--- src/logic/usb_rh_pkg.sv ---
/*
 root hub port status package: register addresses, field positions,
 reset values, timing constants and the carrier types.
 assumes a 125 MHz system clock and a single downstream port.
*/
package usb_rh_pkg;
    localparam logic [31:0] HUB_ADDR = 32'h9010_1050;
    localparam logic [31:0] PORT_ADDR = 32'h9010_1054;
    localparam logic [31:0] CFG_ADDR = 32'h9010_1058;
    localparam logic [31:0] IST_ADDR = 32'h9010_105c;
    localparam logic [31:0] ICLR_ADDR = 32'h9010_1060;
    localparam logic [31:0] IEN_ADDR = 32'h9010_1064;
    // hub word: clear global power / set global power
    localparam int H_CGP = 0;
    localparam int H_SGP = 16;
    // port word status bits; write meaning shares the position
    localparam int P_CCS = 0;
    localparam int P_PES = 1;
    localparam int P_PSS = 2;
    localparam int P_PORT_OVERCURRENT_FLAG = 3;
    localparam int P_PRS = 4;
    localparam int P_PPS = 8;
    localparam int P_LOW_SPEED_ATTACHED = 9;
    localparam int P_CHG = 16;
    // change flag index, word bit is P_CHG + index
    localparam int C_CSC = 0;
    localparam int C_PORT_ENABLE_CHANGE_FLAG = 1;
    localparam int C_PORT_RESUME_DONE_FLAG = 2;
    localparam int C_PORT_OVERCURRENT_CHANGE_FLAG = 3;
    localparam int C_PORT_RESET_DONE_FLAG = 4;
    // config word
    localparam int CF_SCHEME = 0;
    localparam int CF_MASK = 1;
    localparam int CF_FIXED = 2;
    localparam int CF_PPOC = 3;
    localparam logic [3:0] CFG_RST = 4'h0;
    localparam logic [4:0] IEN_RST = 5'h00;
    localparam logic [1:0] RESP_OKAY = 2'h0;
    localparam logic [1:0] RESP_SLVERR = 2'h2;
    // filtered pin index, follows pins_t packing
    localparam int PIN_WAKE = 0;
    localparam int PIN_ERR = 1;
    localparam int PIN_OC = 2;
    localparam int PIN_LS = 3;
    localparam int PIN_CONN = 4;
    localparam int CLK_MHZ = 125;
    localparam int CLK_NS = 8;
    localparam int RESET_TIME_US = 10000;
    localparam int RESUME_TIME_US = 20000;
    localparam int RESYNC_TIME_US = 3000;
    localparam int EOP_TIME_NS = 1333;
    localparam int RESET_CYC = RESET_TIME_US * CLK_MHZ;
    localparam int RESUME_CYC = RESUME_TIME_US * CLK_MHZ;
    localparam int RESYNC_CYC = RESYNC_TIME_US * CLK_MHZ;
    localparam int EOP_CYC = (EOP_TIME_NS + CLK_NS - 1) / CLK_NS;

    typedef enum logic [2:0] {
        PH_IDLE = 3'b000,
        PH_RESET = 3'b001,
        PH_RESUME = 3'b010,
        PH_EOP = 3'b011,
        PH_RESYNC = 3'b100
    } phase_t;

    typedef struct packed {
        logic connect;
        logic low_speed;
        logic overcurrent;
        logic port_error;
        logic remote_wake;
    } pins_t;

    typedef struct packed {
        logic power;
        logic reset;
        logic resume;
        logic eop;
        logic enable;
        logic suspend;
    } drive_t;
endpackage

--- src/logic/usb_root_hub_port_status.sv ---
/*
 root hub status and port 1 status/change logic with an axi4-lite slave
 and one level interrupt.
 assumes pins arrive asynchronous to i_clk and i_xact_busy comes from the
 transaction engine on i_clk; i_rst_n doubles as root hub reset.
*/
// Contract
// - hub local power status bit always reads as zero
// - global mode: clear global power write of 1 powers off all ports
// - per-port mode: clear global power affects only unmasked ports
// - port write during a bus transaction is applied after it ends
// - port word: status in low half, change flags in high half
// - reset done flag set when 10 ms reset ends; write 1 clears
// - overcurrent change flag set on indicator change; write 1 clears
// - resume done flag set after resume pulse, eop and 3 ms resync
// - resume done flag cleared when reset done flag is set
// - enable change flag set when hardware clears port enable; an overcurrent power-off clears port enable without setting it
// - software clearing port enable never sets enable change flag
// - connect change flag set on connect or disconnect; write 1 clears
// - reset, enable or suspend command while disconnected sets connect change
// - fixed device port: connect change set only after root hub reset
// - per-port mode: set global power affects only unmasked ports
// - reset command on disconnected port starts no reset signalling
// - overcurrent clears port power
`timescale 1ns/1ps
module usb_root_hub_port_status
    import usb_rh_pkg::*;
#(
    parameter int RESET_CYCLES = RESET_CYC,
    parameter int RESUME_CYCLES = RESUME_CYC,
    parameter int RESYNC_CYCLES = RESYNC_CYC
) (
    input wire logic i_clk,
    input wire logic i_rst_n,
    input wire logic [31:0] i_awaddr,
    input wire logic i_awvalid,
    output logic o_awready,
    input wire logic [31:0] i_wdata,
    input wire logic [3:0] i_wstrb,
    input wire logic i_wvalid,
    output logic o_wready,
    output logic [1:0] o_bresp,
    output logic o_bvalid,
    input wire logic i_bready,
    input wire logic [31:0] i_araddr,
    input wire logic i_arvalid,
    output logic o_arready,
    output logic [31:0] o_rdata,
    output logic [1:0] o_rresp,
    output logic o_rvalid,
    input wire logic i_rready,
    input wire pins_t i_pins,
    input wire logic i_xact_busy,
    output drive_t o_drive,
    output logic o_irq
);
    typedef struct packed {
        logic [4:0] s1;
        logic [4:0] s2;
        logic [4:0] s3;
        logic [4:0] f;
        logic ccs;
        logic port_enable_state;
        logic port_suspend_state;
        logic port_overcurrent_flag;
        logic port_reset_active;
        logic port_power_state;
        logic low_speed_attached;
        logic [4:0] chg;
        phase_t phase;
        logic [21:0] timer;
        logic armed;
        logic pend_v;
        logic [31:0] pend_d;
        logic [3:0] cfg;
        logic [4:0] ien;
        logic [4:0] ist;
        logic irq;
        logic aw_h;
        logic [31:0] aw_a;
        logic w_h;
        logic [31:0] w_d;
        logic [31:0] w_m;
        logic awready;
        logic wready;
        logic bvalid;
        logic [1:0] bresp;
        logic arready;
        logic rvalid;
        logic [31:0] rdata;
        logic [1:0] rresp;
        drive_t drv;
    } state_t;

    state_t st_reg;
    state_t st_next;
    logic [4:0] ev;
    logic [4:0] clr;
    logic hub_wr;
    logic port_apply;
    logic w_go;
    logic scheme;
    logic mask;

    function automatic logic [31:0] strb_mask(input logic [3:0] s);
        return {{8{s[3]}}, {8{s[2]}}, {8{s[1]}}, {8{s[0]}}};
    endfunction

    function automatic logic [31:0] port_word(input state_t s);
        logic [31:0] w;
        w = 32'h0000_0000;
        w[P_CHG +: 5] = s.chg;
        w[P_LOW_SPEED_ATTACHED] = s.low_speed_attached & s.ccs;
        w[P_PPS] = s.port_power_state;
        w[P_PRS] = s.port_reset_active;
        w[P_PORT_OVERCURRENT_FLAG] = s.port_overcurrent_flag;
        w[P_PSS] = s.port_suspend_state;
        w[P_PES] = s.port_enable_state;
        w[P_CCS] = s.ccs;
        return w;
    endfunction

    assign scheme = st_reg.cfg[CF_SCHEME];
    assign mask = st_reg.cfg[CF_MASK];
    assign w_go = st_reg.aw_h && st_reg.w_h && !st_reg.bvalid && !st_reg.pend_v;
    assign port_apply = st_reg.pend_v && !i_xact_busy;

    always_comb begin
        st_next = st_reg;
        ev = 5'h00;
        clr = 5'h00;
        hub_wr = 1'b0;
        // three-stage pin sync, a level counts once stages two and three agree
        st_next.s1 = i_pins;
        st_next.s2 = st_reg.s1;
        st_next.s3 = st_reg.s2;
        st_next.f = (~(st_reg.s2 ^ st_reg.s3) & st_reg.s3)
                  | ((st_reg.s2 ^ st_reg.s3) & st_reg.f);

        // bus slave
        if (i_awvalid && st_reg.awready) begin
            st_next.aw_h = 1'b1;
            st_next.aw_a = i_awaddr;
        end
        if (i_wvalid && st_reg.wready) begin
            st_next.w_h = 1'b1;
            st_next.w_m = strb_mask(i_wstrb);
            st_next.w_d = i_wdata & strb_mask(i_wstrb);
        end
        if (st_reg.bvalid && i_bready) begin
            st_next.bvalid = 1'b0;
        end
        // a second port write waits while one is still deferred
        if (w_go) begin
            st_next.aw_h = 1'b0;
            st_next.w_h = 1'b0;
            st_next.bvalid = 1'b1;
            st_next.bresp = RESP_OKAY;
            unique case (st_reg.aw_a)
                HUB_ADDR: hub_wr = 1'b1;
                PORT_ADDR: begin
                    st_next.pend_v = 1'b1;
                    st_next.pend_d = st_reg.w_d;
                end
                CFG_ADDR: st_next.cfg = (st_reg.cfg & ~st_reg.w_m[3:0]) | st_reg.w_d[3:0];
                IEN_ADDR: st_next.ien = (st_reg.ien & ~st_reg.w_m[4:0]) | st_reg.w_d[4:0];
                // irq clear acts on the irq status only, never on the port change flags
                ICLR_ADDR: ;
                IST_ADDR: ;
                default: st_next.bresp = RESP_SLVERR;
            endcase
        end
        st_next.awready = !st_next.aw_h;
        st_next.wready = !st_next.w_h;
        if (i_arvalid && st_reg.arready) begin
            st_next.arready = 1'b0;
            st_next.rvalid = 1'b1;
            st_next.rresp = RESP_OKAY;
            st_next.rdata = 32'h0000_0000;
            unique case (i_araddr)
                HUB_ADDR: st_next.rdata = 32'h0000_0000;
                PORT_ADDR: st_next.rdata = port_word(st_reg);
                CFG_ADDR: st_next.rdata = {28'h0000000, st_reg.cfg};
                IST_ADDR: st_next.rdata = {27'h0000000, st_reg.ist};
                IEN_ADDR: st_next.rdata = {27'h0000000, st_reg.ien};
                ICLR_ADDR: ;
                default: st_next.rresp = RESP_SLVERR;
            endcase
        end
        if (st_reg.rvalid && i_rready) begin
            st_next.rvalid = 1'b0;
            st_next.arready = 1'b1;
        end

        // connect tracking; a fixed device reports once, after root hub reset
        st_next.ccs = st_reg.f[PIN_CONN] && st_reg.port_power_state;
        st_next.low_speed_attached = st_reg.f[PIN_LS];
        if (st_reg.cfg[CF_FIXED]) begin
            if (st_reg.armed && st_next.ccs) begin
                ev[C_CSC] = 1'b1;
                st_next.armed = 1'b0;
            end
        end else if (st_next.ccs != st_reg.ccs) begin
            ev[C_CSC] = 1'b1;
        end
        if (st_reg.ccs && !st_next.ccs) begin
            if (st_reg.port_enable_state) begin
                ev[C_PORT_ENABLE_CHANGE_FLAG] = 1'b1;
            end
            st_next.port_enable_state = 1'b0;
            st_next.port_suspend_state = 1'b0;
            st_next.port_reset_active = 1'b0;
            st_next.phase = PH_IDLE;
        end
        if (st_reg.port_enable_state && st_reg.f[PIN_ERR]) begin
            st_next.port_enable_state = 1'b0;
            ev[C_PORT_ENABLE_CHANGE_FLAG] = 1'b1;
        end

        // overcurrent is reported per port only when so configured
        st_next.port_overcurrent_flag = st_reg.cfg[CF_PPOC] && st_reg.f[PIN_OC];
        if (st_next.port_overcurrent_flag != st_reg.port_overcurrent_flag) begin
            ev[C_PORT_OVERCURRENT_CHANGE_FLAG] = 1'b1;
        end

        // deferred port write
        if (port_apply) begin
            st_next.pend_v = 1'b0;
            clr = st_reg.pend_d[P_CHG +: 5];
            if (st_reg.pend_d[P_CCS]) begin
                st_next.port_enable_state = 1'b0;
            end
            if (st_reg.pend_d[P_PES] || st_reg.pend_d[P_PSS] || st_reg.pend_d[P_PRS]) begin
                if (!st_reg.ccs) begin
                    ev[C_CSC] = 1'b1;
                end
            end
            if (st_reg.ccs) begin
                if (st_reg.pend_d[P_PES]) begin
                    st_next.port_enable_state = 1'b1;
                end
                if (st_reg.pend_d[P_PSS] && st_reg.port_enable_state) begin
                    st_next.port_suspend_state = 1'b1;
                end
                if (st_reg.pend_d[P_PRS] && st_reg.phase == PH_IDLE) begin
                    st_next.port_reset_active = 1'b1;
                    st_next.phase = PH_RESET;
                    st_next.timer = 22'(RESET_CYCLES - 1);
                end
            end
            if (st_reg.pend_d[P_PORT_OVERCURRENT_FLAG] && st_reg.port_suspend_state && st_reg.phase == PH_IDLE) begin
                st_next.phase = PH_RESUME;
                st_next.timer = 22'(RESUME_CYCLES - 1);
            end
            // port power commands only work on masked ports in per-port mode
            if (scheme && mask && st_reg.pend_d[P_PPS]) begin
                st_next.port_power_state = 1'b1;
            end
            if (scheme && mask && st_reg.pend_d[P_LOW_SPEED_ATTACHED]) begin
                st_next.port_power_state = 1'b0;
            end
        end
        if (st_reg.port_suspend_state && st_reg.f[PIN_WAKE] && st_reg.phase == PH_IDLE) begin
            st_next.phase = PH_RESUME;
            st_next.timer = 22'(RESUME_CYCLES - 1);
        end

        // hub write acts at once; only bit 0 and bit 16 have effect
        if (hub_wr && (!scheme || !mask)) begin
            if (st_reg.w_d[H_CGP]) begin
                st_next.port_power_state = 1'b0;
            end
            if (st_reg.w_d[H_SGP]) begin
                st_next.port_power_state = 1'b1;
            end
        end

        // reset and resume sequencing share one down counter
        if (st_reg.phase != PH_IDLE && st_next.phase == st_reg.phase) begin
            if (st_reg.timer != 22'h000000) begin
                st_next.timer = st_reg.timer - 22'h000001;
            end else begin
                unique case (st_reg.phase)
                    PH_RESET: begin
                        st_next.port_reset_active = 1'b0;
                        st_next.port_enable_state = 1'b1;
                        st_next.phase = PH_IDLE;
                        ev[C_PORT_RESET_DONE_FLAG] = 1'b1;
                    end
                    PH_RESUME: begin
                        st_next.phase = PH_EOP;
                        st_next.timer = 22'(EOP_CYC - 1);
                    end
                    PH_EOP: begin
                        st_next.phase = PH_RESYNC;
                        st_next.timer = 22'(RESYNC_CYCLES - 1);
                    end
                    PH_RESYNC: begin
                        st_next.port_suspend_state = 1'b0;
                        st_next.phase = PH_IDLE;
                        ev[C_PORT_RESUME_DONE_FLAG] = 1'b1;
                    end
                    default: st_next.phase = PH_IDLE;
                endcase
            end
        end

        // overcurrent wins over any power-on write in the same cycle
        if (st_reg.f[PIN_OC]) begin
            st_next.port_power_state = 1'b0;
        end
        if (!st_next.port_power_state) begin
            st_next.port_enable_state = 1'b0;
            st_next.port_suspend_state = 1'b0;
            st_next.port_reset_active = 1'b0;
            st_next.phase = PH_IDLE;
        end

        // a set in the same cycle as its clear wins
        st_next.chg = (st_reg.chg & ~clr) | ev;
        if (ev[C_PORT_RESET_DONE_FLAG]) begin
            st_next.chg[C_PORT_RESUME_DONE_FLAG] = 1'b0;
        end
        st_next.ist = st_reg.ist | ev;
        if (w_go && st_reg.aw_a == ICLR_ADDR) begin
            st_next.ist = (st_reg.ist & ~st_reg.w_d[4:0]) | ev;
        end
        st_next.irq = |(st_next.ist & st_next.ien);
        st_next.drv = '{power: st_next.port_power_state,
                        reset: st_next.phase == PH_RESET,
                        resume: st_next.phase == PH_RESUME,
                        eop: st_next.phase == PH_EOP,
                        enable: st_next.port_enable_state,
                        suspend: st_next.port_suspend_state};
    end

    always_ff @(posedge i_clk) begin
        if (!i_rst_n) begin
            st_reg <= '0;
            st_reg.cfg <= CFG_RST;
            st_reg.ien <= IEN_RST;
            st_reg.armed <= 1'b1;
            st_reg.awready <= 1'b1;
            st_reg.wready <= 1'b1;
            st_reg.arready <= 1'b1;
        end else begin
            st_reg <= st_next;
        end
    end

    assign o_awready = st_reg.awready;
    assign o_wready = st_reg.wready;
    assign o_bvalid = st_reg.bvalid;
    assign o_bresp = st_reg.bresp;
    assign o_arready = st_reg.arready;
    assign o_rvalid = st_reg.rvalid;
    assign o_rdata = st_reg.rdata;
    assign o_rresp = st_reg.rresp;
    assign o_drive = st_reg.drv;
    assign o_irq = st_reg.irq;
endmodule // usb_root_hub_port_status

--- config.mk ---
export PLATFORM = sky130hd
export DESIGN_NAME = usb_root_hub_port_status
export DESIGN_NICKNAME = d
export VERILOG_FILES = /design/src/logic/usb_rh_pkg.sv /design/src/logic/usb_root_hub_port_status.sv
export SDC_FILE = /design/constraint.sdc
export NUM_CORES = 1
export LEC_CHECK = 0
export ABC_AREA = 1
export BUFFER_PORTS_ARGS = -buffer_cell sky130_fd_sc_hd__buf_2
export CAP_MARGIN = 30
export CORE_MARGIN = 8
export CORE_UTILIZATION = 45
export CTS_CLUSTER_DIAMETER = 50
export DETAILED_ROUTE_END_ITERATION = 10
export PLACE_DENSITY = 0.71
export REMOVE_ABC_BUFFERS = 1
export SLEW_MARGIN = 10
export SYNTH_ARGS = -nofsm -noshare
export SYNTH_HDL_FRONTEND = slang
export SYNTH_SLANG_ARGS = --single-unit
--- constraint.sdc ---
create_clock -name i_clk -period 1.6 [get_ports i_clk]
set_input_delay 0.48 -clock i_clk [delete_from_list [all_inputs] [get_ports i_clk]]
set_output_delay 0.48 -clock i_clk [all_outputs]
set_load 0.02 [all_outputs]
==> metrics.txt, run 1 <==
# TYPE chip_impl_metric gauge
chip_impl_metric{name="finalWorstSetupSlack",unit="ps"} -214.9
chip_impl_metric{name="hold_path_cells",unit=""} 3
chip_impl_info{name="failed_checks",value="setup timing"} 1
chip_impl_metric{name="route.detailed.wl_per_inst",unit="um"} 14.11
chip_impl_metric{name="post-route-drc-count",unit=""} 0
chip_impl_metric{name="starting_density_of_the_core",unit="%"} 46.01
chip_impl_info{name="run_status",value="finished with violations"} 1
chip_impl_metric{name="post_synth.cell_area_avg",unit="sq um"} 6.987
chip_impl_metric{name="detail_route.wirelength",unit="um"} 21430
chip_impl_metric{name="synth_largest_type_area_fraction",unit="%"} 42.46
chip_impl_metric{name="fp.dieArea",unit="sq um"} 20580
chip_impl_metric{name="design.core.area",unit="sq um"} 15890
chip_impl_metric{name="antenna_cells",unit=""} 0
chip_impl_metric{name="area_growth_syn_to_layout",unit="%"} 41.02
chip_impl_metric{name="numPortBuffers",unit=""} 117
chip_impl_info{name="post_synth_main_area_contributors",value="sky130_fd_sc_hd__dfxtp_1 (42%), sky130_fd_sc_hd__nand2_1 (11%), sky130_fd_sc_hd__a21oi_1 (7.3%)"} 1
chip_impl_metric{name="first_global_vias",unit=""} 6948
chip_impl_metric{name="clk_path_buf_depth",unit=""} 2
chip_impl_metric{name="hpwl",unit="um"} 14600
chip_impl_metric{name="crit_fanout",unit=""} 6
chip_impl_info{name="root_buffer",value="sky130_fd_sc_hd__clkbuf_16"} 1
chip_impl_metric{name="p_total",unit="W"} 0.008949
chip_impl_info{name="synth_commonest_cells",value="sky130_fd_sc_hd__nand2_1 (205), sky130_fd_sc_hd__dfxtp_1 (155), sky130_fd_sc_hd__nor2_1 (141)"} 1
chip_impl_metric{name="numClockSinks",unit=""} 155
chip_impl_metric{name="layout_min_cycle_time",unit="ps"} 1815
chip_impl_metric{name="drt_iter0_markers",unit=""} 487
chip_impl_metric{name="core.rowCount",unit=""} 46
chip_impl_info{name="grt_setup_unrepaired",value="yes"} 1
chip_impl_metric{name="worst_setup_skew_after_layout",unit="ps"} 10.86
chip_impl_metric{name="grt_start_max_net_pins",unit=""} 47
chip_impl_metric{name="largest_register_ffs",unit=""} 112
chip_impl_metric{name="power_density",unit="nW/um^2"} 868.3
chip_impl_metric{name="detailroute.via_count",unit=""} 7543
chip_impl_metric{name="timing.final.hold_violations",unit=""} 0
chip_impl_info{name="worst-setup-path-type",value="reg2reg"} 1
chip_impl_metric{name="first_pass_grt_wire_length",unit="um"} 32470
chip_impl_metric{name="antenna_violations_before_repair",unit=""} 0
chip_impl_info{name="ys.flop_type",value="sky130_fd_sc_hd__dfxtp_1"} 1
chip_impl_metric{name="layout-drive-gt1-share",unit="%"} 36.91
chip_impl_metric{name="final.setup.tns",unit="ps"} -3804
chip_impl_metric{name="worst-endpoint-arrival",unit="ps"} 2130
chip_impl_metric{name="boundaryPins",unit=""} 161
chip_impl_metric{name="ctsHtreeMaxLevel",unit=""} 4
chip_impl_metric{name="ff2ff_path_depth",unit=""} 12
chip_impl_metric{name="yosysWarnings",unit=""} 0
chip_impl_metric{name="max-cap-violations",unit=""} 0
chip_impl_info{name="cts_tree",value="built"} 1
chip_impl_info{name="timing.critical_path.from_type",value="flip-flop"} 1
chip_impl_metric{name="grt_util_all_layers",unit="%"} 19.64
chip_impl_metric{name="tritoncts.num_buffers",unit=""} 17
chip_impl_metric{name="postSynthCellCount",unit=""} 1046
chip_impl_metric{name="ant_nets",unit=""} 0
chip_impl_metric{name="synthDistinctLibCells",unit=""} 44
chip_impl_metric{name="overflow",unit=""} 0
chip_impl_metric{name="setup_viol_count_final",unit=""} 38
chip_impl_metric{name="timing.final.crit_share",unit="%"} 113.4
chip_impl_metric{name="whs",unit="ps"} 229.2
chip_impl_metric{name="report.final.slew_viol_count",unit=""} 0
chip_impl_info{name="worst_setup_path_end_kind",value="flip-flop"} 1
chip_impl_metric{name="leakagePower",unit="nW"} 4.725
chip_impl_metric{name="die_width",unit="um"} 143.4
chip_impl_info{name="hp-class",value="in2reg"} 1
chip_impl_metric{name="drt-pass1-iter-count",unit=""} 5
chip_impl_metric{name="maximum_ir_drop_on_the_vdd_rail",unit="uV"} 804.2
chip_impl_info{name="synth.most_common_cell",value="sky130_fd_sc_hd__nand2_1"} 1
chip_impl_metric{name="layoutNonFillerInstCount",unit=""} 1519
chip_impl_metric{name="synth-edff-count",unit=""} 0
chip_impl_metric{name="chipHeight",unit="um"} 143.4
chip_impl_metric{name="total_instance_count_after_detailed_placement",unit=""} 1461
chip_impl_metric{name="syn-cell-area",unit="sq um"} 7308
chip_impl_metric{name="yosysSeqAreaShare",unit="%"} 42.46
chip_impl_metric{name="clk_transition_reported_paths",unit="ps"} 60
chip_impl_metric{name="ffs_latches_synth",unit=""} 155
chip_impl_metric{name="per_cell_via_count_in_the_routed_design",unit=""} 4.966
chip_impl_metric{name="critical_path_required",unit="ps"} 1910
chip_impl_metric{name="routabilityCongestion",unit=""} 0.8782
chip_impl_info{name="cell_taking_the_most_area_after_synthesis",value="sky130_fd_sc_hd__dfxtp_1"} 1
chip_impl_metric{name="postSynth.asyncResetShare",unit="%"} 0
chip_impl_metric{name="final_nets",unit=""} 1405
chip_impl_metric{name="clock_latency",unit="ps"} 430
chip_impl_metric{name="fmax",unit="MHz"} 551.0
[worst max-delay path: stages (launching register included)]
cell and delay (ps):
sky130_fd_sc_hd__dfxtp_2 320, sky130_fd_sc_hd__inv_2 60, sky130_fd_sc_hd__ha_4 140, sky130_fd_sc_hd__nand3_4 90, sky130_fd_sc_hd__nor2_4 240, sky130_fd_sc_hd__nand3_2 140, sky130_fd_sc_hd__nor2_4 150, sky130_fd_sc_hd__buf_6 140
sky130_fd_sc_hd__nor2_4 70, sky130_fd_sc_hd__inv_2 90, sky130_fd_sc_hd__nor2_2 50, sky130_fd_sc_hd__nor2_2 140, sky130_fd_sc_hd__nor2_1 60
[stage by stage]
| step | area (sq um) | worst slack [ps] | utilization [%] |
|---|---|---|---|
| 2_1_floorplan | 6935 | -528.3 | - |
| 4_1_cts | 9761 | -130.3 | 61.44 |
| 3_5_place_dp | 8827 | -461.7 | 55.57 |
| 3_3_place_gp | 8827 | -419.8 | 55.57 |
| 6_report | 10310 | -214.9 | 64.88 |
| 5_1_grt | 10310 | -312.5 | 64.88 |
[per-layer routing]
metal / track usage (%) / vias to the layer above / wire length (um)
met1: 25.06 / 3399 / 9315
met2: 31.16 / 293 / 9986
li1: - / 3806 / -
met5: 0 / - / 0
met3: 4.579 / 45 / 1637
met4: 8.412 / 0 / 495
[timing repair]
item | 4_1_cts | 5_1_grt
gates cloned | 2 | 0
hold buffers | 0 | 0
setup buffers | 9 | 17
resized for setup | 78 | 136
setup endpoints to repair | 48 | 62
pin swaps | 37 | 62
[layout by cell type, fill, tap and decap left out, types with 17 or more instances in the layout]
cell type	synthesis	layout
sky130_fd_sc_hd__inv_2	6	27
sky130_fd_sc_hd__a21oi_1	107	92
sky130_fd_sc_hd__clkbuf_16	0	17
sky130_fd_sc_hd__o21ai_0	77	65
sky130_fd_sc_hd__buf_6	3	17
sky130_fd_sc_hd__nor2_1	141	116
sky130_fd_sc_hd__nand2_2	4	28
sky130_fd_sc_hd__nor2_4	5	17
sky130_fd_sc_hd__conb_1	1	22
sky130_fd_sc_hd__nand3_1	62	49
sky130_fd_sc_hd__nor2_2	7	21
sky130_fd_sc_hd__nand2_1	205	177
sky130_fd_sc_hd__dfxtp_2	0	17
sky130_fd_sc_hd__dfxtp_1	155	136
sky130_fd_sc_hd__inv_1	111	90
sky130_fd_sc_hd__buf_2	1	115
sky130_fd_sc_hd__buf_4	42	138
[cells by family after synthesis]
| group | count (synthesis) | synth area share [%] |
|---|---|---|
| and+or+nand+nor | 475 | 28.18 |
| AOI/OAI and AO/OA | 208 | 15.10 |
| buffers and inverters | 193 | 12.43 |
| DFF | 155 | 42.46 |
| xor gates and xnor gates | 12 | 1.438 |
| adders and majority gates | 2 | 0.3424 |
| other | 1 | 0.05131 |
[layout make-up]
| type | count | area (sq um) |
|---|---|---|
| Timing Repair Buffer | 274 | 1883 |
| Tap cell | 216 | 270.3 |
| Sequential cell | 155 | 3132 |
| Clock inverter | 10 | 141.4 |
| Fill cell | 1330 | 5579 |
| Inverter | 121 | 459.2 |
| Multi-Input combinational cell | 721 | 3956 |
| Clock buffer | 22 | 464.2 |
[path summary, 6_finish.rpt]
path,start,to,slack (ps)
setup / recovery,st_reg[195],st_reg[213],-210
hold / removal,i_pins[0],st_next[241],230
setup reg to reg,st_reg[195],st_reg[213],-210
hold reg to reg,st_next[241],st_next[236],410
[report_power, final]
part | switching [W] | leakage [nW] | internal (W)
registers | 0.0000743 | 1.27 | 0.00398
clock network | 0.00160 | 0.290 | 0.00254
logic | 0.000448 | 3.16 | 0.000304
No activity file was read; power rests on OpenSTA's default activity.
==> inputs of run 2 (changes only) <==
CORE_ASPECT_RATIO = 1.1   (was default)
==> metrics.txt, run 2 (synthesized netlist as in run 1, its figures left out) <==
# TYPE chip_impl_metric gauge
chip_impl_info{name="run_status",value="finished with violations"} 1
chip_impl_metric{name="detailroute.wirelength.met3",unit="um"} 1140
chip_impl_metric{name="max-cap-violations",unit=""} 0
chip_impl_metric{name="layoutNonFillerInstCount",unit=""} 1499
chip_impl_metric{name="layout-drive-gt1-share",unit="%"} 35.75
chip_impl_info{name="worst-setup-path-type",value="reg2reg"} 1
chip_impl_metric{name="routabilityCongestion",unit=""} 0.8688
chip_impl_metric{name="fmax",unit="MHz"} 562.6
chip_impl_metric{name="route.detailed.wl_per_inst",unit="um"} 13.96
chip_impl_metric{name="clk_path_buf_depth",unit=""} 2
chip_impl_metric{name="boundaryPins",unit=""} 161
chip_impl_metric{name="met1Wirelength",unit="um"} 8990
chip_impl_metric{name="maximum_ir_drop_on_the_vdd_rail",unit="uV"} 725.8
chip_impl_metric{name="die_width",unit="um"} 137.5
chip_impl_metric{name="critical_path_required",unit="ps"} 1920
chip_impl_metric{name="antenna_violations_before_repair",unit=""} 0
chip_impl_metric{name="setup_viol_count_final",unit=""} 35
chip_impl_metric{name="crit_fanout",unit=""} 6
chip_impl_info{name="hp-class",value="in2reg"} 1
chip_impl_metric{name="first_pass_grt_wire_length",unit="um"} 32970
chip_impl_metric{name="leakagePower",unit="nW"} 4.622
chip_impl_metric{name="worst-endpoint-arrival",unit="ps"} 2100
chip_impl_info{name="timing.critical_path.from_type",value="flip-flop"} 1
chip_impl_info{name="worst_setup_path_end_kind",value="flip-flop"} 1
chip_impl_metric{name="post-route-drc-count",unit=""} 0
chip_impl_metric{name="timing.final.hold_violations",unit=""} 0
chip_impl_metric{name="area_growth_syn_to_layout",unit="%"} 38.06
chip_impl_metric{name="starting_density_of_the_core",unit="%"} 45.32
chip_impl_metric{name="seq_area",unit="sq um"} 3136
chip_impl_info{name="route.top_layer_used",value="met4"} 1
chip_impl_metric{name="chipHeight",unit="um"} 149.7
chip_impl_metric{name="n_fill_cell",unit=""} 1451
chip_impl_metric{name="detail_route.wirelength",unit="um"} 20920
chip_impl_metric{name="grt_util_all_layers",unit="%"} 19.89
chip_impl_metric{name="numPortBuffers",unit=""} 117
chip_impl_metric{name="finalWorstSetupSlack",unit="ps"} -177.6
chip_impl_metric{name="detailroute.via_count",unit=""} 7433
chip_impl_metric{name="antenna_cells",unit=""} 0
chip_impl_metric{name="design.core.area",unit="sq um"} 16120
chip_impl_metric{name="worst-r2r-setup-slack",unit="ps"} -180
chip_impl_metric{name="timing.final.crit_share",unit="%"} 111.1
chip_impl_metric{name="largest_register_ffs",unit=""} 112
chip_impl_metric{name="layout_min_cycle_time",unit="ps"} 1778
chip_impl_metric{name="first_global_vias",unit=""} 7222
chip_impl_info{name="worst_hold_startpoint",value="i_pins[0]"} 1
chip_impl_info{name="failed_checks",value="setup timing"} 1
chip_impl_info{name="root_buffer",value="sky130_fd_sc_hd__clkbuf_16"} 1
chip_impl_metric{name="drt_iter0_markers",unit=""} 430
chip_impl_metric{name="grt_start_max_net_pins",unit=""} 47
chip_impl_metric{name="tritoncts.num_buffers",unit=""} 17
chip_impl_metric{name="ctsHtreeMaxLevel",unit=""} 4
chip_impl_metric{name="holdBufCountCts",unit=""} 0
chip_impl_metric{name="power_density",unit="nW/um^2"} 870.4
chip_impl_metric{name="route.met2.wl",unit="um"} 10410
chip_impl_metric{name="total_instance_count_after_detailed_placement",unit=""} 1443
chip_impl_metric{name="report.final.slew_viol_count",unit=""} 0
chip_impl_metric{name="detailedPlace.worstSlack",unit="ps"} -468.8
chip_impl_info{name="cts_tree",value="built"} 1
chip_impl_metric{name="p_total",unit="W"} 0.008782
chip_impl_metric{name="final_nets",unit=""} 1397
chip_impl_info{name="grt_setup_unrepaired",value="yes"} 1
chip_impl_metric{name="ant_nets",unit=""} 0
chip_impl_metric{name="numClockSinks",unit=""} 155
chip_impl_metric{name="worst_setup_skew_after_layout",unit="ps"} 11.17
chip_impl_metric{name="core.rowCount",unit=""} 49
chip_impl_metric{name="final.setup.tns",unit="ps"} -2938
chip_impl_metric{name="per_cell_via_count_in_the_routed_design",unit=""} 4.959
chip_impl_metric{name="fp.dieArea",unit="sq um"} 20580
chip_impl_metric{name="drt-pass1-iter-count",unit=""} 7
chip_impl_info{name="most_common_cell_after_layout_fill_and_taps_aside",value="sky130_fd_sc_hd__nand2_1"} 1
chip_impl_metric{name="multi_input_comb_area",unit="sq um"} 3851
chip_impl_metric{name="overflow",unit=""} 0
chip_impl_metric{name="hpwl",unit="um"} 15000
chip_impl_info{name="layout.cells.most_common_list",value="sky130_fd_sc_hd__nand2_1 (185), sky130_fd_sc_hd__dfxtp_1 (135), sky130_fd_sc_hd__buf_4 (135)"} 1
chip_impl_metric{name="clock_latency",unit="ps"} 430
chip_impl_metric{name="clk_transition_reported_paths",unit="ps"} 60
-- run 2: cell count changes in the layout (fill, tap and decap cells not counted), moves of 4 or more --
| cell | delta |
|---|---|
| sky130_fd_sc_hd__nand2_2 | -6 |
| sky130_fd_sc_hd__a21oi_1 | +4 |
| sky130_fd_sc_hd__buf_6 | -5 |
| sky130_fd_sc_hd__o21ai_0 | +5 |
| sky130_fd_sc_hd__o21ai_1 | -4 |
| sky130_fd_sc_hd__a21oi_2 | -4 |
| sky130_fd_sc_hd__nand3_2 | +6 |
| sky130_fd_sc_hd__nand2_1 | +8 |
-- run 2: through the flow --
stage	hold WS (ps)	cell area, sq um	util (%)
2_1_floorplan	390.0	6935	-
3_3_place_gp	392.0	8780	54.45
3_5_place_dp	397.5	8780	54.45
4_1_cts	213.5	9726	60.32
5_1_grt	225.9	10090	62.57
6_report	229.3	10090	62.57
-- run 2: critical path, stage by stage (launching register included) --
cell and delay (ps):
sky130_fd_sc_hd__dfxtp_2 350, sky130_fd_sc_hd__nand2_2 80, sky130_fd_sc_hd__ha_4 190, sky130_fd_sc_hd__o21ai_2 140, sky130_fd_sc_hd__nand2_2 90, sky130_fd_sc_hd__nand2_4 80
sky130_fd_sc_hd__nand3_4 170, sky130_fd_sc_hd__nor2_4 160, sky130_fd_sc_hd__buf_6 150, sky130_fd_sc_hd__inv_4 40, sky130_fd_sc_hd__o21ai_0 160, sky130_fd_sc_hd__nor2_1 50
-- run 2: layout make-up --
cell class | count | share of cell area [%]
Tap cell | 204 | 2.530
Inverter | 121 | 4.576
Sequential cell | 155 | 31.08
Clock buffer | 19 | 4.291
Clock inverter | 13 | 1.426
Timing Repair Buffer | 267 | 17.93
Multi-Input combinational cell | 720 | 38.17
-- run 2: timing repair --
item                                    in CTS  in global routing
gates resized for setup                     80                102
buffers inserted                            12                 12
gates cloned                                 1                  0
pin swaps                                   23                 32
endpoints found under the setup margin      49                 71
-- run 2: worst paths after layout --
kind,to,cells after the start
max,st_reg[196],11
min,st_next[241],3
max reg2reg,st_reg[196],11
min reg2reg,st_next[236],2
-- run 2: routing by layer --
layer,up-vias,track usage [%]
li1,3788,-
met3,32,4.701
met4,0,6.906
met5,-,0
met2,210,34.17
met1,3403,23.60
-- run 2: where the power goes --
group | internal [W] | switching, W
Clock | 0.00231 | 0.00166
Combinational | 0.000310 | 0.000448
Sequential | 0.00398 | 0.0000808
==> inputs of run 3 (changes only) <==
CORE_MARGIN = 5   (was 8)
==> metrics.txt, run 3 (synthesized netlist as in run 1, its figures left out) <==
# TYPE chip_impl_metric gauge
chip_impl_info{name="run_status",value="finished with violations"} 1
chip_impl_info{name="failed_checks",value="setup timing"} 1
chip_impl_metric{name="grt_util_all_layers",unit="%"} 20.80
chip_impl_metric{name="antenna_violations_before_repair",unit=""} 0
chip_impl_info{name="most_common_cell_after_layout_fill_and_taps_aside",value="sky130_fd_sc_hd__nand2_1"} 1
chip_impl_metric{name="crit_fanout",unit=""} 7
chip_impl_metric{name="worst-r2r-setup-slack",unit="ps"} -160
chip_impl_metric{name="setup_viol_count_final",unit=""} 38
chip_impl_metric{name="die_width",unit="um"} 131.5
chip_impl_metric{name="route.detailed.wl_per_inst",unit="um"} 13.79
chip_impl_metric{name="clk_transition_reported_paths",unit="ps"} 70
chip_impl_info{name="cts_tree",value="built"} 1
chip_impl_info{name="root_buffer",value="sky130_fd_sc_hd__clkbuf_16"} 1
chip_impl_metric{name="grt.met2_usage",unit="%"} 35.61
chip_impl_metric{name="numClockSinks",unit=""} 155
chip_impl_info{name="timing.critical_path.from_type",value="flip-flop"} 1
chip_impl_metric{name="layout-drive-gt1-share",unit="%"} 35.35
chip_impl_metric{name="chipHeight",unit="um"} 143.7
chip_impl_metric{name="worst-endpoint-arrival",unit="ps"} 2120
chip_impl_metric{name="maximum_ir_drop_on_the_vdd_rail",unit="uV"} 680.1
chip_impl_info{name="worst-setup-path-type",value="reg2reg"} 1
chip_impl_info{name="path_cells",value="nand2_2 -> ha_4 -> o21ai_2 -> nand2_2 -> nand2_4 -> nand3_4 -> nor2_4 -> inv_2 -> nor2_1 -> nor2_1 -> nor2_1"} 1
chip_impl_metric{name="hpwl",unit="um"} 14220
chip_impl_info{name="grt_setup_unrepaired",value="yes"} 1
chip_impl_info{name="critPathSlowestCell",value="sky130_fd_sc_hd__dfxtp_2"} 1
chip_impl_info{name="layout.cells.most_common_list",value="sky130_fd_sc_hd__nand2_1 (180), sky130_fd_sc_hd__dfxtp_1 (143), sky130_fd_sc_hd__buf_4 (126)"} 1
chip_impl_metric{name="timing.final.hold_violations",unit=""} 0
chip_impl_metric{name="critical_path_required",unit="ps"} 1960
chip_impl_metric{name="post-route-drc-count",unit=""} 0
chip_impl_metric{name="gr-usage-met1",unit="%"} 25.61
chip_impl_metric{name="clock_latency",unit="ps"} 430
chip_impl_metric{name="fmax",unit="MHz"} 568.2
chip_impl_metric{name="layout.cell_area.non_filler",unit="sq um"} 10100
chip_impl_info{name="worst_hold_startpoint",value="i_pins[0]"} 1
chip_impl_metric{name="finalWorstSetupSlack",unit="ps"} -160.1
chip_impl_info{name="critPathMostFrequentCell",value="sky130_fd_sc_hd__nor2_1"} 1
chip_impl_info{name="endpoint_of_the_worst_register_to_register_path",value="st_reg[213]"} 1
chip_impl_metric{name="n_fill_cell",unit=""} 1363
chip_impl_info{name="hp-class",value="in2reg"} 1
chip_impl_metric{name="ff2ff_path_depth",unit=""} 11
chip_impl_metric{name="tritoncts.num_buffers",unit=""} 17
chip_impl_metric{name="boundaryPins",unit=""} 161
chip_impl_info{name="min_delay_worst_endpoint",value="st_next[241]"} 1
chip_impl_metric{name="per_cell_via_count_in_the_routed_design",unit=""} 4.997
chip_impl_metric{name="layout.core_utilization",unit="%"} 63.72
chip_impl_metric{name="first_pass_grt_wire_length",unit="um"} 32520
chip_impl_metric{name="final.setup.tns",unit="ps"} -3385
chip_impl_metric{name="worstPathBufferInverterCount",unit=""} 1
chip_impl_metric{name="overflow",unit=""} 0
chip_impl_metric{name="first_global_vias",unit=""} 7047
chip_impl_metric{name="place_area",unit="sq um"} 8765
chip_impl_metric{name="hold_path_cells",unit=""} 3
chip_impl_metric{name="clk_path_buf_depth",unit=""} 2
chip_impl_info{name="cpLargestDelayFamily",value="simple AND/OR/NAND/NOR gates"} 1
chip_impl_metric{name="detailroute.via_count",unit=""} 7446
chip_impl_metric{name="globalRouteMet3Util",unit="%"} 5.182
chip_impl_info{name="grt_busiest_layer",value="met2"} 1
chip_impl_metric{name="timing.final.crit_share",unit="%"} 110.0
chip_impl_metric{name="fp.dieArea",unit="sq um"} 18890
chip_impl_metric{name="largest_register_ffs",unit=""} 112
chip_impl_metric{name="report.final.slew_viol_count",unit=""} 0
chip_impl_metric{name="ctsHtreeMaxLevel",unit=""} 4
chip_impl_metric{name="area_growth_syn_to_layout",unit="%"} 38.23
chip_impl_metric{name="starting_density_of_the_core",unit="%"} 46.09
chip_impl_metric{name="leakagePower",unit="nW"} 4.608
chip_impl_metric{name="layout_min_cycle_time",unit="ps"} 1760
chip_impl_metric{name="detail_route.wirelength",unit="um"} 20550
chip_impl_metric{name="design.core.area",unit="sq um"} 15860
chip_impl_metric{name="ant_nets",unit=""} 0
chip_impl_metric{name="holdBufCountCts",unit=""} 0
chip_impl_info{name="worst_setup_path_end_kind",value="flip-flop"} 1
chip_impl_metric{name="antenna_cells",unit=""} 0
chip_impl_metric{name="core.rowCount",unit=""} 48
chip_impl_metric{name="routabilityCongestion",unit=""} 0.9068
chip_impl_metric{name="power_density",unit="nW/um^2"} 860.4
chip_impl_metric{name="worst_setup_skew_after_layout",unit="ps"} 8.933
chip_impl_metric{name="crit_path_max_incr_delay",unit="ps"} 350
chip_impl_metric{name="drt_iter0_markers",unit=""} 488
chip_impl_metric{name="numPortBuffers",unit=""} 117
chip_impl_info{name="regToRegStartpoint",value="o_drive[5]"} 1
chip_impl_metric{name="detailedPlace.worstSlack",unit="ps"} -448.7
chip_impl_metric{name="grt_start_max_net_pins",unit=""} 47
chip_impl_metric{name="max-cap-violations",unit=""} 0
chip_impl_metric{name="drt-pass1-iter-count",unit=""} 5
chip_impl_metric{name="final_nets",unit=""} 1392
run 3: layer usage:
layer  vias to the layer above  share of wire, %
li1                       3778                 -
met1                      3366                42
met2                       260                49
met4                         0               2.5
met5                         -                 0
met3                        42               6.7
run 3: power breakdown:
part / internal (W) / total, W / switching, W
sequential: 0.00398 / 0.00405 / 0.0000680
clock: 0.00221 / 0.00391 / 0.00170
combinational: 0.000298 / 0.000732 / 0.000434
total: 0.00649 / 0.00869 / 0.00220
run 3: worst max-delay path by stage:
stage	slack (ps)	cells past startpoint	endpoint	from
2_1_floorplan	-530	4	st_reg[144]	i_awvalid
3_3_place_gp	-410	13	st_reg[201]	i_xact_busy
3_5_place_dp	-450	14	st_reg[213]	i_xact_busy
4_1_cts	-80	11	st_reg[213]	flip-flop
5_1_grt	-270	13	o_drive[3]	st_reg[194]
6_report	-160	11	st_reg[213]	o_drive[5]
run 3: timing repair:
item	4_1_cts	5_1_grt
endpoints found under the setup margin	47	71
resized for setup	84	105
pin swaps	24	38
endpoints found under the hold margin	0	0
buffers inserted	12	3
gates cloned	3	1
run 3: tightest hold or removal path: cells and delay by family:
| kind | cells | cell delay, ps |
|---|---|---|
| simple gates | 1 | 40 |
| buf+inv | 2 | 110 |
run 3: cell type report:
class | instances | area (sq um) | area share, %
Clock inverter | 14 | 137.6 | 1.362
Tap cell | 200 | 250.2 | 2.477
Multi-Input combinational cell | 721 | 3943 | 39.03
Inverter | 121 | 461.7 | 4.570
Sequential cell | 155 | 3118 | 30.86
Clock buffer | 18 | 439.2 | 4.347
Timing Repair inverter | 1 | 6.256 | 0.06193
Timing Repair Buffer | 260 | 1747 | 17.29
run 3: through the flow:
stage,cells,hold WS [ps],total power [W]
finish,1490,231.4,0.008692
global route,1490,220.8,0.009038
CTS,1488,218.7,0.008708
detailed placement,1441,398.6,0.004800
global placement,1441,395.1,0.004784
floorplan,995,390.0,0.004464
